`src/hw/fpes_regs.svh`:
```
// Purpose: Offsets, field positions, reset values and counts of the flash sequencer
// Assumes: Included by the package; definitions only
// Notes: Offsets are special-function-register addresses
`ifndef FPES_REGS_SVH
`define FPES_REGS_SVH
// ----------------------------------------------------------------------------
// Register offsets
// ----------------------------------------------------------------------------
`define FPES_ADDR_MODE 8'hEA
`define FPES_ADDR_STATUS 8'hEB
`define FPES_ADDR_TCMP 8'hEC
`define FPES_ADDR_PAGE_HIGH 8'hF2
`define FPES_ADDR_PAGE_MID 8'hF3
`define FPES_ADDR_PAGE_LOW 8'hF4
`define FPES_ADDR_DATA 8'hF5
`define FPES_ADDR_CTRL 8'hF6
// ----------------------------------------------------------------------------
// Field positions and codes
// ----------------------------------------------------------------------------
`define FPES_MODE_FSEL 7
`define FPES_MODE_PGM 5
`define FPES_MODE_ERASE 4
`define FPES_MODE_BUFFER_SELECT 3
`define FPES_MODE_OTP_SELECT 2
`define FPES_MODE_VFY 1
`define FPES_MODE_FEEN 0
`define FPES_CTRL_BULK 7
`define FPES_CTRL_WRITE 3
`define FPES_CTRL_READ 2
`define FPES_CTRL_FERST 1
`define FPES_CTRL_PBRST 0
`define FPES_STAT_VGOOD 6
`define FPES_STAT_INT 3
`define FPES_EXIT_CODE 2'h3
`define FPES_ENTRY_FIRST 8'hA5
`define FPES_ENTRY_SECOND 8'h5A
`define FPES_UNLOCK_ADDR_A 16'hF555
`define FPES_UNLOCK_ADDR_B 16'hFAAA
`define FPES_UNLOCK_DATA_1 8'hAA
`define FPES_UNLOCK_DATA_2 8'h55
`define FPES_UNLOCK_DATA_3 8'hA5
`define FPES_ERASED_BYTE 8'hFF
// ----------------------------------------------------------------------------
// Reset values and counts
// ----------------------------------------------------------------------------
`define FPES_RST_CTRL 8'h03
`define FPES_RST_STATUS 8'h80
`define FPES_PAGE_LAST 6'h3F
`define FPES_PRESCALE_LAST 7'h7F
`endif

```
`src/hw/fpes_pkg.sv`:
```
// Purpose: Types shared by the flash sequencer
// Assumes: Constants come from fpes_regs.svh
// Notes: Whole block state is one packed struct
`include "fpes_regs.svh"
package fpes_pkg;
    // ------------------------------------------------------------------------
    // Types
    // ------------------------------------------------------------------------
    typedef enum logic [1:0] {ST_IDLE, ST_COPY, ST_WAIT, ST_VERIFY} fpes_state_type;
    typedef struct packed {
        logic wr;
        logic rd;
        logic [7:0] addr;
        logic [7:0] wdata;
    } fpes_sfr_req_type;
    typedef struct packed {
        logic wr;
        logic [15:0] addr;
        logic [7:0] wdata;
    } fpes_mem_wr_type;
    typedef struct packed {
        logic [15:0] addr;
        logic [7:0] wdata;
        logic wr;
        logic rd;
        logic page_erase;
        logic bulk_erase;
        logic otp;
        logic verify;
        logic busy;
    } fpes_flash_cmd_type;
    typedef struct packed {
        fpes_state_type state;
        logic [7:0] mode;
        logic [7:0] tcmp;
        logic [23:0] page_addr;
        logic [7:0] data;
        logic [15:0] direct_addr;
        logic bulk_en;
        logic cmd_wr;
        logic cmd_rd;
        logic ferst_n;
        logic pbrst_n;
        logic done;
        logic vfy_good;
        logic rom_int;
        logic prog_mode;
        logic seen_first;
        logic [1:0] unlock_step;
        logic [5:0] pidx;
        logic [63:0][7:0] pbuf;
        logic [23:0] csum;
        logic [6:0] prescale;
        logic [9:0] timer;
        logic [5:0] widx;
        logic issued_all;
        logic rd_pend;
        logic [15:0] fl_addr;
        logic [7:0] fl_wdata;
        logic fl_wr;
        logic fl_rd;
        logic fl_perase;
        logic fl_berase;
        logic [7:0] rdata;
    } fpes_regs_type;
endpackage : fpes_pkg

```
`src/hw/fpes_top.sv`:
```
// Purpose: Program, erase and verify sequencer for a 64K-byte flash with page buffer
// Assumes: All inputs are on SYS_CLK; the flash returns read data one cycle after rd
// Notes: Register access through the function-register port only
`timescale 1ns/100ps
`include "fpes_regs.svh"
module fpes_top (
    input wire logic SYS_CLK,
    input wire logic RST,
    input wire logic CE,
    input wire fpes_pkg::fpes_sfr_req_type SFR_REQ,
    output logic [7:0] SFR_RDATA,
    input wire fpes_pkg::fpes_mem_wr_type MEM_WR,
    input wire logic ONCHIP_DEBUG_MODE,
    output fpes_pkg::fpes_flash_cmd_type FL_CMD,
    input wire logic [7:0] FL_RDATA
);
    import fpes_pkg::*;

    // ------------------------------------------------------------------------
    // Mode decode
    // ------------------------------------------------------------------------
    fpes_regs_type s_ff;
    fpes_regs_type nxt_s;
    logic program_select, ers, verify_select, psel, pe_mode, vfy_mode, plain_mode;
    logic wr_data, wr_ctrl;
    logic [7:0] expect_byte;

    assign program_select = s_ff.mode[`FPES_MODE_PGM];
    assign ers = s_ff.mode[`FPES_MODE_ERASE];
    assign verify_select = s_ff.mode[`FPES_MODE_VFY];
    assign psel = s_ff.mode[`FPES_MODE_BUFFER_SELECT];
    assign plain_mode = !program_select && !ers && !verify_select;
    assign pe_mode = s_ff.prog_mode && s_ff.mode[`FPES_MODE_FSEL] && s_ff.mode[`FPES_MODE_FEEN]
        && (program_select != ers) && !verify_select;
    assign vfy_mode = s_ff.prog_mode && verify_select && (program_select || ers);
    assign wr_data = SFR_REQ.wr && (SFR_REQ.addr == `FPES_ADDR_DATA);
    assign wr_ctrl = SFR_REQ.wr && (SFR_REQ.addr == `FPES_ADDR_CTRL);
    assign expect_byte = program_select ? s_ff.pbuf[s_ff.fl_addr[5:0]] : `FPES_ERASED_BYTE;

    // ------------------------------------------------------------------------
    // Read mux
    // ------------------------------------------------------------------------
    // Address registers are write-only; reading them shows the write checksum
    function automatic logic [7:0] read_mux(input fpes_regs_type r, input logic [7:0] a);
        logic [7:0] v;
        v = 8'h00;
        case (a)
            `FPES_ADDR_MODE: v = r.mode;
            `FPES_ADDR_STATUS: v = {r.done, r.vfy_good, 2'b00, r.rom_int,
                r.mode[`FPES_MODE_PGM], r.mode[`FPES_MODE_ERASE], r.mode[`FPES_MODE_VFY]};
            `FPES_ADDR_TCMP: v = r.tcmp;
            `FPES_ADDR_PAGE_HIGH: v = r.csum[23:16];
            `FPES_ADDR_PAGE_MID: v = r.csum[15:8];
            `FPES_ADDR_PAGE_LOW: v = r.csum[7:0];
            `FPES_ADDR_DATA: v = r.data;
            `FPES_ADDR_CTRL: v = {r.bulk_en, 3'b000, r.cmd_wr, r.cmd_rd, r.ferst_n, r.pbrst_n};
            default: v = 8'h00;
        endcase
        return v;
    endfunction : read_mux

    // ------------------------------------------------------------------------
    // Next state
    // ------------------------------------------------------------------------
    always_comb begin
        nxt_s = s_ff;
        nxt_s.cmd_wr = 1'b0;
        nxt_s.cmd_rd = 1'b0;
        nxt_s.ferst_n = 1'b1;
        nxt_s.pbrst_n = 1'b1;
        nxt_s.fl_wr = 1'b0;
        nxt_s.fl_rd = 1'b0;
        nxt_s.fl_perase = 1'b0;
        nxt_s.fl_berase = 1'b0;
        nxt_s.rd_pend = s_ff.fl_rd;
        if (SFR_REQ.rd) begin
            nxt_s.rdata = read_mux(s_ff, SFR_REQ.addr);
        end
        if (SFR_REQ.wr) begin
            case (SFR_REQ.addr)
                `FPES_ADDR_MODE: nxt_s.mode = SFR_REQ.wdata;
                `FPES_ADDR_STATUS: begin
                    nxt_s.vfy_good = SFR_REQ.wdata[`FPES_STAT_VGOOD];
                    nxt_s.rom_int = SFR_REQ.wdata[`FPES_STAT_INT];
                end
                `FPES_ADDR_TCMP: nxt_s.tcmp = SFR_REQ.wdata;
                `FPES_ADDR_PAGE_HIGH: nxt_s.page_addr[23:16] = SFR_REQ.wdata;
                `FPES_ADDR_PAGE_MID: nxt_s.page_addr[15:8] = SFR_REQ.wdata;
                `FPES_ADDR_PAGE_LOW: nxt_s.page_addr[7:0] = SFR_REQ.wdata;
                `FPES_ADDR_DATA: begin
                    nxt_s.data = SFR_REQ.wdata;
                    if (psel && s_ff.state == ST_IDLE) begin
                        nxt_s.pbuf[s_ff.pidx] = SFR_REQ.wdata;
                        nxt_s.pidx = s_ff.pidx + 6'h01;
                        nxt_s.csum = s_ff.csum + {16'h0000, SFR_REQ.wdata};
                    end
                    if (s_ff.seen_first && SFR_REQ.wdata == `FPES_ENTRY_SECOND) begin
                        nxt_s.prog_mode = 1'b1;
                    end
                    nxt_s.seen_first = (SFR_REQ.wdata == `FPES_ENTRY_FIRST);
                end
                `FPES_ADDR_CTRL: begin
                    nxt_s.bulk_en = SFR_REQ.wdata[`FPES_CTRL_BULK];
                    nxt_s.cmd_wr = SFR_REQ.wdata[`FPES_CTRL_WRITE];
                    nxt_s.cmd_rd = SFR_REQ.wdata[`FPES_CTRL_READ];
                    nxt_s.ferst_n = SFR_REQ.wdata[`FPES_CTRL_FERST];
                    nxt_s.pbrst_n = SFR_REQ.wdata[`FPES_CTRL_PBRST];
                    nxt_s.direct_addr = MEM_WR.addr;
                end
                default: ;
            endcase
        end
        // Unlock sequence only counts while the debug link holds the core
        if (!ONCHIP_DEBUG_MODE) begin
            nxt_s.unlock_step = 2'h0;
        end else if (MEM_WR.wr) begin
            case (s_ff.unlock_step)
                2'h0: nxt_s.unlock_step = (MEM_WR.addr == `FPES_UNLOCK_ADDR_A
                    && MEM_WR.wdata == `FPES_UNLOCK_DATA_1) ? 2'h1 : 2'h0;
                2'h1: nxt_s.unlock_step = (MEM_WR.addr == `FPES_UNLOCK_ADDR_B
                    && MEM_WR.wdata == `FPES_UNLOCK_DATA_2) ? 2'h2 : 2'h0;
                2'h2: begin
                    nxt_s.unlock_step = 2'h0;
                    if (MEM_WR.addr == `FPES_UNLOCK_ADDR_A
                        && MEM_WR.wdata == `FPES_UNLOCK_DATA_3) begin
                        nxt_s.prog_mode = 1'b1;
                    end
                end
                default: nxt_s.unlock_step = 2'h0;
            endcase
        end
        if (wr_ctrl && SFR_REQ.wdata[5:4] == `FPES_EXIT_CODE) begin
            nxt_s.prog_mode = 1'b0;
            nxt_s.seen_first = 1'b0;
            nxt_s.unlock_step = 2'h0;
        end
        // Buffer reset acts on the pulse, one clock after the write
        if (!s_ff.pbrst_n) begin
            if (!psel) begin
                nxt_s.pbuf = '0;
                nxt_s.pidx = 6'h00;
            end else begin
                nxt_s.csum = 24'h00_0000;
            end
        end
        // Timer runs only while a program or erase is in flight
        if (s_ff.state == ST_COPY || s_ff.state == ST_WAIT) begin
            nxt_s.prescale = s_ff.prescale + 7'h01;
            if (s_ff.prescale == `FPES_PRESCALE_LAST) begin
                nxt_s.timer = s_ff.timer + 10'h001;
            end
        end
        case (s_ff.state)
            ST_IDLE: begin
                if (s_ff.cmd_wr && pe_mode) begin
                    nxt_s.done = 1'b0;
                    nxt_s.rom_int = 1'b0;
                    nxt_s.timer = 10'h000;
                    nxt_s.prescale = 7'h00;
                    nxt_s.widx = 6'h00;
                    nxt_s.fl_addr = {s_ff.page_addr[15:6], 6'h00};
                    if (program_select) begin
                        nxt_s.state = ST_COPY;
                    end else begin
                        nxt_s.fl_berase = s_ff.bulk_en;
                        nxt_s.fl_perase = !s_ff.bulk_en;
                        nxt_s.state = ST_WAIT;
                    end
                end else if (s_ff.cmd_rd && vfy_mode) begin
                    nxt_s.done = 1'b0;
                    nxt_s.rom_int = 1'b0;
                    nxt_s.vfy_good = 1'b1;
                    nxt_s.widx = 6'h00;
                    nxt_s.issued_all = 1'b0;
                    nxt_s.state = ST_VERIFY;
                end else if (plain_mode && (s_ff.cmd_rd || s_ff.cmd_wr)) begin
                    nxt_s.fl_addr = s_ff.direct_addr;
                    nxt_s.fl_wdata = s_ff.data;
                    nxt_s.fl_rd = s_ff.cmd_rd;
                    nxt_s.fl_wr = s_ff.cmd_wr && !s_ff.cmd_rd;
                end
                if (s_ff.rd_pend) begin
                    nxt_s.data = FL_RDATA;
                end
            end
            ST_COPY: begin
                nxt_s.fl_wr = 1'b1;
                nxt_s.fl_addr = {s_ff.page_addr[15:6], s_ff.widx};
                nxt_s.fl_wdata = s_ff.pbuf[s_ff.widx];
                nxt_s.widx = s_ff.widx + 6'h01;
                if (s_ff.widx == `FPES_PAGE_LAST) begin
                    nxt_s.state = ST_WAIT;
                end
            end
            ST_WAIT: begin
                if (s_ff.timer == {2'b00, s_ff.tcmp}) begin
                    nxt_s.state = ST_IDLE;
                    nxt_s.done = 1'b1;
                    nxt_s.rom_int = 1'b1;
                end
            end
            ST_VERIFY: begin
                // One read in flight at a time keeps fl_addr pointing at the byte compared
                if (!s_ff.issued_all && !s_ff.fl_rd && !s_ff.rd_pend) begin
                    nxt_s.fl_rd = 1'b1;
                    nxt_s.fl_addr = {s_ff.page_addr[15:6], s_ff.widx};
                    nxt_s.widx = s_ff.widx + 6'h01;
                    nxt_s.issued_all = (s_ff.widx == `FPES_PAGE_LAST);
                end
                if (s_ff.rd_pend) begin
                    if (FL_RDATA != expect_byte) begin
                        nxt_s.vfy_good = 1'b0;
                    end
                    if (s_ff.fl_addr[5:0] == `FPES_PAGE_LAST) begin
                        nxt_s.state = ST_IDLE;
                        nxt_s.done = 1'b1;
                        nxt_s.rom_int = 1'b1;
                    end
                end
            end
            default: nxt_s.state = ST_IDLE;
        endcase
        // Control reset aborts any operation; flash strobes are withdrawn too
        if (!s_ff.ferst_n) begin
            nxt_s.state = ST_IDLE;
            nxt_s.timer = 10'h000;
            nxt_s.prescale = 7'h00;
            nxt_s.done = 1'b1;
            nxt_s.fl_wr = 1'b0;
            nxt_s.fl_rd = 1'b0;
            nxt_s.fl_perase = 1'b0;
            nxt_s.fl_berase = 1'b0;
            nxt_s.rd_pend = 1'b0;
        end
    end

    // ------------------------------------------------------------------------
    // State register
    // ------------------------------------------------------------------------
    always_ff @(posedge SYS_CLK) begin
        if (RST) begin
            s_ff <= '0;
            s_ff.state <= ST_IDLE;
            s_ff.done <= 1'b1;
            s_ff.ferst_n <= 1'b1;
            s_ff.pbrst_n <= 1'b1;
        end else if (CE) begin
            s_ff <= nxt_s;
        end
    end

    // ------------------------------------------------------------------------
    // Outputs
    // ------------------------------------------------------------------------
    assign SFR_RDATA = s_ff.rdata;
    assign FL_CMD.addr = s_ff.fl_addr;
    assign FL_CMD.wdata = s_ff.fl_wdata;
    assign FL_CMD.wr = s_ff.fl_wr;
    assign FL_CMD.rd = s_ff.fl_rd;
    assign FL_CMD.page_erase = s_ff.fl_perase;
    assign FL_CMD.bulk_erase = s_ff.fl_berase;
    assign FL_CMD.otp = s_ff.mode[`FPES_MODE_OTP_SELECT];
    assign FL_CMD.verify = vfy_mode;
    assign FL_CMD.busy = (s_ff.state != ST_IDLE);
endmodule : fpes_top

```
`config.mk`:
```
export PLATFORM = sky130hd
export DESIGN_NAME = fpes_top
export DESIGN_NICKNAME = d
export VERILOG_FILES = /design/src/hw/fpes_pkg.sv /design/src/hw/fpes_top.sv
export VERILOG_INCLUDE_DIRS = /design/src /design/src/hw
export SDC_FILE = /design/constraint.sdc
export NUM_CORES = 2
export LEC_CHECK = 0
export BUFFER_PORTS_ARGS = -buffer_cell sky130_fd_sc_hd__buf_4
export CAP_MARGIN = 20
export CORE_AREA = 2 2 342 344
export DETAILED_ROUTE_END_ITERATION = 6
export DIE_AREA = 0 0 344 346
export SETUP_SLACK_MARGIN = 0.4
export SLEW_MARGIN = 10
export SYNTH_ARGS = -nofsm -noshare
export SYNTH_HDL_FRONTEND = slang
export SYNTH_SLANG_ARGS = --single-unit
export TNS_END_PERCENT = 20
```
`constraint.sdc`:
```
create_clock -name SYS_CLK -period 2.8 [get_ports SYS_CLK]
set_clock_uncertainty 0.2 [all_clocks]
set_input_delay 0.56 -clock SYS_CLK [delete_from_list [all_inputs] [get_ports SYS_CLK]]
set_output_delay 0.56 -clock SYS_CLK [all_outputs]
set_load 0.005 [all_outputs]
```
Word-level counts from Yosys, hierarchy flattened
Index checks and enable logic that the tools add are counted.
{"block": "word_totals", "out_inout_bits": 39, "wordCells": 284, "register_bits": 673, "input_bits": 55}
{"block": "op_classes", "order_cmp": 4, "muxes": 82, "add_sub_neg": 5, "eq_ne": 42, "reduce_logical": 55}
{"operator": "542-bit 2-to-1 mux", "n": 4}
{"operator": "518-bit 2-to-1 mux", "n": 1}
{"operator": "512-bit bitwise mux", "n": 1}
{"operator": "8-bit binary-select mux with 6-bit select", "n": 2}
{"operator": "8-bit == test (second input constant)", "n": 11}
{"operator": "17-bit 2-to-1 mux", "n": 4}
{"operator": "8-bit case mux with 8 select lines", "n": 1}
{"operator": "8-bit 2-to-1 mux", "n": 7}
{"operator": "26-bit 2-to-1 mux", "n": 2}
{"operator": "8-bit demux with 6-bit select", "n": 1}
{"operator": "16-bit case mux with 3 select lines", "n": 1}
{"operator": "16-bit == test (second input constant)", "n": 2}
{"operator": "16-bit 2-to-1 mux", "n": 2}
{"operator": "2-bit 2-to-1 mux", "n": 16}
{"operator": "29-bit 2-to-1 mux", "n": 1}
{"operator": "24-bit by 8-bit adder with 24-bit output", "n": 1}
{"operator": "24-bit 2-to-1 mux", "n": 1}
{"operator": "1-bit logical AND", "n": 22}
{"operator": "6-bit by 7-bit less-than comparator with 1-bit output (second input constant)", "n": 3}
{"operator": "21-bit 2-to-1 mux", "n": 1}
{"operator": "10-bit 2-to-1 mux", "n": 2}
{"operator": "1-bit 2-to-1 mux", "n": 18}
{"operator": "6-bit case mux with 3 select lines", "n": 1}
{"operator": "9-bit case mux with 2 select lines", "n": 1}
{"operator": "37 further kinds", "n": 82}

Depth between registers and ports, before layout
{"block": "logic_depth", "ltp_word": 10, "depth_mapped": 13, "depth_no_buf": 12}

Worst setup path after synthesis
No wires, ideal clock.
{"block": "synth_path", "path_kind": "in2reg", "start": "in SFR_REQ[0] (netlist bit)", "end": "reg s_ff[77] (netlist bit)", "slack_ns": -0.224, "setup_time_ns": 0.128, "n_path_buf": 0, "required_ns": 2.472, "arrival_time_ns": 2.696, "stages": 12, "path_cell_list": "ha_1 inv_1 fa_1 nor2b_1 o21ai_0 a21boi_0 o21ai_0 a21boi_0 o21ai_1 a2111oi_1 xnor2_1 nor2_1"}
{"block": "synth_via", "elab_chain_len": 6}
{"element": "start: declaration", "line": "fpes_top.sv:10", "rtl": "input wire fpes_pkg::fpes_sfr_req_type SFR_REQ,"}
{"element": "24-bit by 8-bit adder with 24-bit output (*)", "line": "fpes_top.sv:95", "rtl": "nxt_s.csum = s_ff.csum + {16'h0000, SFR_REQ.wdata};"}
{"element": "542-bit 2-to-1 mux (*)", "line": "fpes_top.sv:92", "rtl": "if (psel && s_ff.state == ST_IDLE) begin"}
{"element": "542-bit 2-to-1 mux (*)", "line": "fpes_top.sv:80", "rtl": "case (SFR_REQ.addr)"}
{"element": "542-bit 2-to-1 mux (*)", "line": "fpes_top.sv:79", "rtl": "if (SFR_REQ.wr) begin"}
{"element": "24-bit 2-to-1 mux", "line": "fpes_top.sv:139", "rtl": "if (!psel) begin"}
{"element": "542-bit 2-to-1 mux (*)", "line": "fpes_top.sv:138", "rtl": "if (!s_ff.pbrst_n) begin"}
{"element": "end signal: assignment", "line": "fpes_top.sv:248", "rtl": "s_ff <= nxt_s;"}
{"element": "end: declaration", "line": "fpes_top.sv:22", "rtl": "fpes_regs_type s_ff;"}
Mark *: on every way between the ends. The rest lies on a longest branch, timed or not.
A chain may end at the register's enable or synchronous reset.

Worst setup path in the final report
{"block": "layout_path", "start": "reg s_ff, in the netlist FL_CMD[15]", "end": "reg s_ff[608] (netlist bit)"}
{"block": "layout_via", "elab_chain_len": 7}
{"element": "8-bit binary-select mux with 6-bit select", "line": "fpes_top.sv:38", "rtl": "assign expect_byte = program_select ? s_ff.pbuf[s_ff.fl_addr[5:0]] : `FPES_ERASED_BYTE;"}
{"element": "8-bit 2-to-1 mux (implied by the code)", "line": "fpes_top.sv:38"}
{"element": "8-bit 2-to-1 mux (no line)"}
{"element": "8-bit != test", "line": "fpes_top.sv:211", "rtl": "if (FL_RDATA != expect_byte) begin"}
{"element": "1-bit 2-to-1 mux", "line": "fpes_top.sv:211"}
{"element": "3-bit 2-to-1 mux", "line": "fpes_top.sv:210", "rtl": "if (s_ff.rd_pend) begin"}
{"element": "1-bit case mux with 2 select lines", "line": "fpes_top.sv:153", "rtl": "case (s_ff.state)"}
Every way passes these cells. The select of a mux whose other input is x is not followed.

==> impl_metrics.ini <==
[critical_path]
critical_path_class = reg2reg
crit_fanout = 6
crit_arrival_ns = 3.44
worstPathRequired_ns = 3.17
endpoint_kind = register
critPathLaunchType = register

[cells_and_area]
drive_above_1_share = 0.360
antenna_cells = 0
area_delta_synth_final_pct = 33.1
layout.nets = 4048
fin_util = 0.396

[floorplanning]
die_x_um = 344
die_h_um = 346
die-area_sq_um = 119000
initial_core_util = 0.298
core_area_sq_um = 115000
rows = 125
io-pin-count = 94

[pwr]
p_seq_frac = 0.434
pwr-share-comb = 0.078
p_int_mw = 16.6
switching_share = 0.244
p_per_area_nw_per_um2 = 482
p_leak_nw = 15.2
p_switching_mw = 5.38
p_clk_frac = 0.489
peakVddDrop_v = 0.000387

[sta]
period_needed_ns = 3.07
layout_worst_path_cycle_share = 1.10
hold-worst-slack_ns = 0.0109
finalSetupViolCount = 9
rsz0062_at_grt = true
max_freq_ghz = 0.326
final_hold_viol_count = 0
timing.final.ws_setup_ns = -0.270
tightest_slew_ns = 0.991
slew_headroom = 0.338
slew_violations = 0
tns_ns = -1.38

[logic_synthesis]
synth_top_family_by_area = multiplexers
ys_top_cells_by_area = dfxtp_1 (39%), mux4_2 (15%), a22oi_1 (11%)
synth_nets = 3728
ys_ff_latch = 667
synth_xor_area_frac = 0.0128
synth-adder-area-share = 0.00751
synth-edff-count = 0
synth_area_sq_um = 34300
yosysTopAreaCell = dfxtp_1
synth.avg_cell_area_sq_um = 9.40
synth_top_flop_cell = dfxtp_1
synth_compound_area_frac = 0.192
yosys.area_share.simple = 0.150
ys_async_sr_fraction = 0
muxShareOfSynthArea = 0.198
netlist.area_leader.share = 0.389
ys_types = 83
synthCells = 3653
yosys_warnings = 0
seq_area_frac_synth = 0.389

[global_route]
grt_max_degree = 161
grt_overflow = 0
grtUsageTotal = 0.223
grt_pass1_wl_um = 204000
antenna_found_initial = 5
grt_pass1_vias = 30506

[clocking]
cts_tree = yes
cts_buffer_depth = 3
cts_sinks = 667
clock_tree.htree_level_count = 3
clock_latency_ns = 0.64
cts_root_buf = clkbuf_16
clk_pin_slew_worst_paths_ns = 0.06
cts_buffers = 76

[place]
port_buffers = 93
globalplace.congestion = 0.952
place_hpwl_um = 93500

[hold_path]
min_path_type = in2reg

[detailed_routing]
drc = 1
via_per_inst = 5.94
drtIter0Drc = 4137
routed_wl_um = 140000
firstDrtPassIters = 7
vias = 33004
wl_per_cell_um = 25.1
antenna_left = 0

[flow_run]
drv_cap = 0

[outcome]
status = finished with violations
violations = DRC, setup timing
[per-layer routing]
| layer | vias to the layer above | wire length, um | GRT usage |
|---|---|---|---|
| li1 | 14283 | - | - |
| met1 | 16470 | 56900 | 0.308 |
| met2 | 1873 | 63100 | 0.345 |
| met3 | 368 | 12900 | 0.0374 |
| met4 | 10 | 6610 | 0.0922 |
| met5 | - | 68 | 0 |
[critical path, cell delays in order, from the launching register on]
cell and delay, ns:
dfxtp_4 0.37, buf_12 0.13, buf_12 0.15, buf_12 0.14, buf_8 0.11, mux4_2 0.52, mux4_2 0.54, o211ai_2 0.24
xnor2_1 0.11, nor4_2 0.31, a31o_1 0.18
[cell usage in the layout, fill, tap and decap left out, drive strengths merged, types with 38 or more instances in the layout]
master / instances
nor2: 754
dfxtp: 667
buf: 574
a22oi: 512
mux4: 225
nand2: 215
mux2i: 156
o21ai: 125
a21oi: 116
clkbuf: 111
nand3: 46
nor3: 38
[cell families (layout without fill, tap and decap cells)]
logic type                 count (synthesis)  count (layout)
and+or+nand+nor                         1199            1199
DFF                                      667             667
buffers and inverters                    377             757
adders and majority gates                 20              20
xor gates and xnor gates                  50              50
AOI/OAI and AO/OA                        945             945
muxes                                    395             395
[synthesized netlist by cell type, types with 16 or more instances]
library cell	count
ha_1	19
o221ai_1	32
a21oi_1	115
mux2i_1	156
buf_4	59
o22ai_1	32
inv_1	30
xor2_1	17
xnor2_1	33
a311oi_1	22
nand4_1	23
clkbuf_1	216
nor3_1	33
o21ai_0	122
buf_1	23
or3_1	22
nor2_2	16
nand2_1	214
mux4_2	223
nor2_1	737
a221oi_1	16
a22oi_1	512
dfxtp_1	667
nand3_1	46
nor2b_1	21
buf_2	34
a211oi_1	22
[through the flow]
step | setup slack, ns | cell area (sq um) | power, mW | instances
2_1_floorplan | 0.108 | 34800 | 10.6 | 3653
3_3_place_gp | -0.670 | 39300 | 11.2 | 5321
3_5_place_dp | -0.666 | 39300 | 11.2 | 5321
4_1_cts | -0.196 | 43800 | 21.9 | 5523
5_1_grt | -0.323 | 45700 | 22.5 | 5557
6_report | -0.270 | 45700 | 22.0 | 5557
[power groups by stage]
stage               Clock [mW]  Sequential [mW]  Combinational (mW)
floorplan                    0             9.75               0.826
global placement             0             9.77                1.43
detailed placement           0             9.77                1.43
CTS                       10.8             9.55                1.57
global route              11.2             9.55                1.77
finish                    10.7             9.55                1.71
[worst paths after layout]
path | slack [ns] | cells after the start | startpoint | endpoint
hold / removal | 0.01 | 3 | MEM_WR[1] | s_ff[603]
setup / recovery | -0.27 | 10 | FL_CMD[15] | s_ff[608]
hold reg to reg | 0.26 | 2 | s_ff[623] | s_ff[623]
setup reg to reg | -0.27 | 10 | FL_CMD[15] | s_ff[608]
[area by class of cell]
cell class              instances  area (sq um)
inverters                      35           145
fillers                     11192         69700
clock buffers                 109          2230
flip-flops and latches        667         13400
repair buffers                584          5760
well taps                    1524          1910
clock inverters                29           408
multi-input cells            2609         21900
[flip-flops by register name, indices dropped and copies added (netlist names)]
name	count
s_ff	627
FL_CMD	29
SFR_RDATA	8
ers	1
program_select	1
psel	1
[repair_timing]
| item | 4_1_cts | 5_1_grt |
|---|---|---|
| hold endpoints to repair | 6 | 0 |
| gates resized for setup | 280 | 369 |
| hold buffers | 6 | 0 |
| pin swaps | 155 | 310 |
| cloned | 6 | 3 |
| setup buffers | 52 | 29 |
| endpoints found under the setup margin | 511 | 523 |
(Power assumes the default switching activity.)
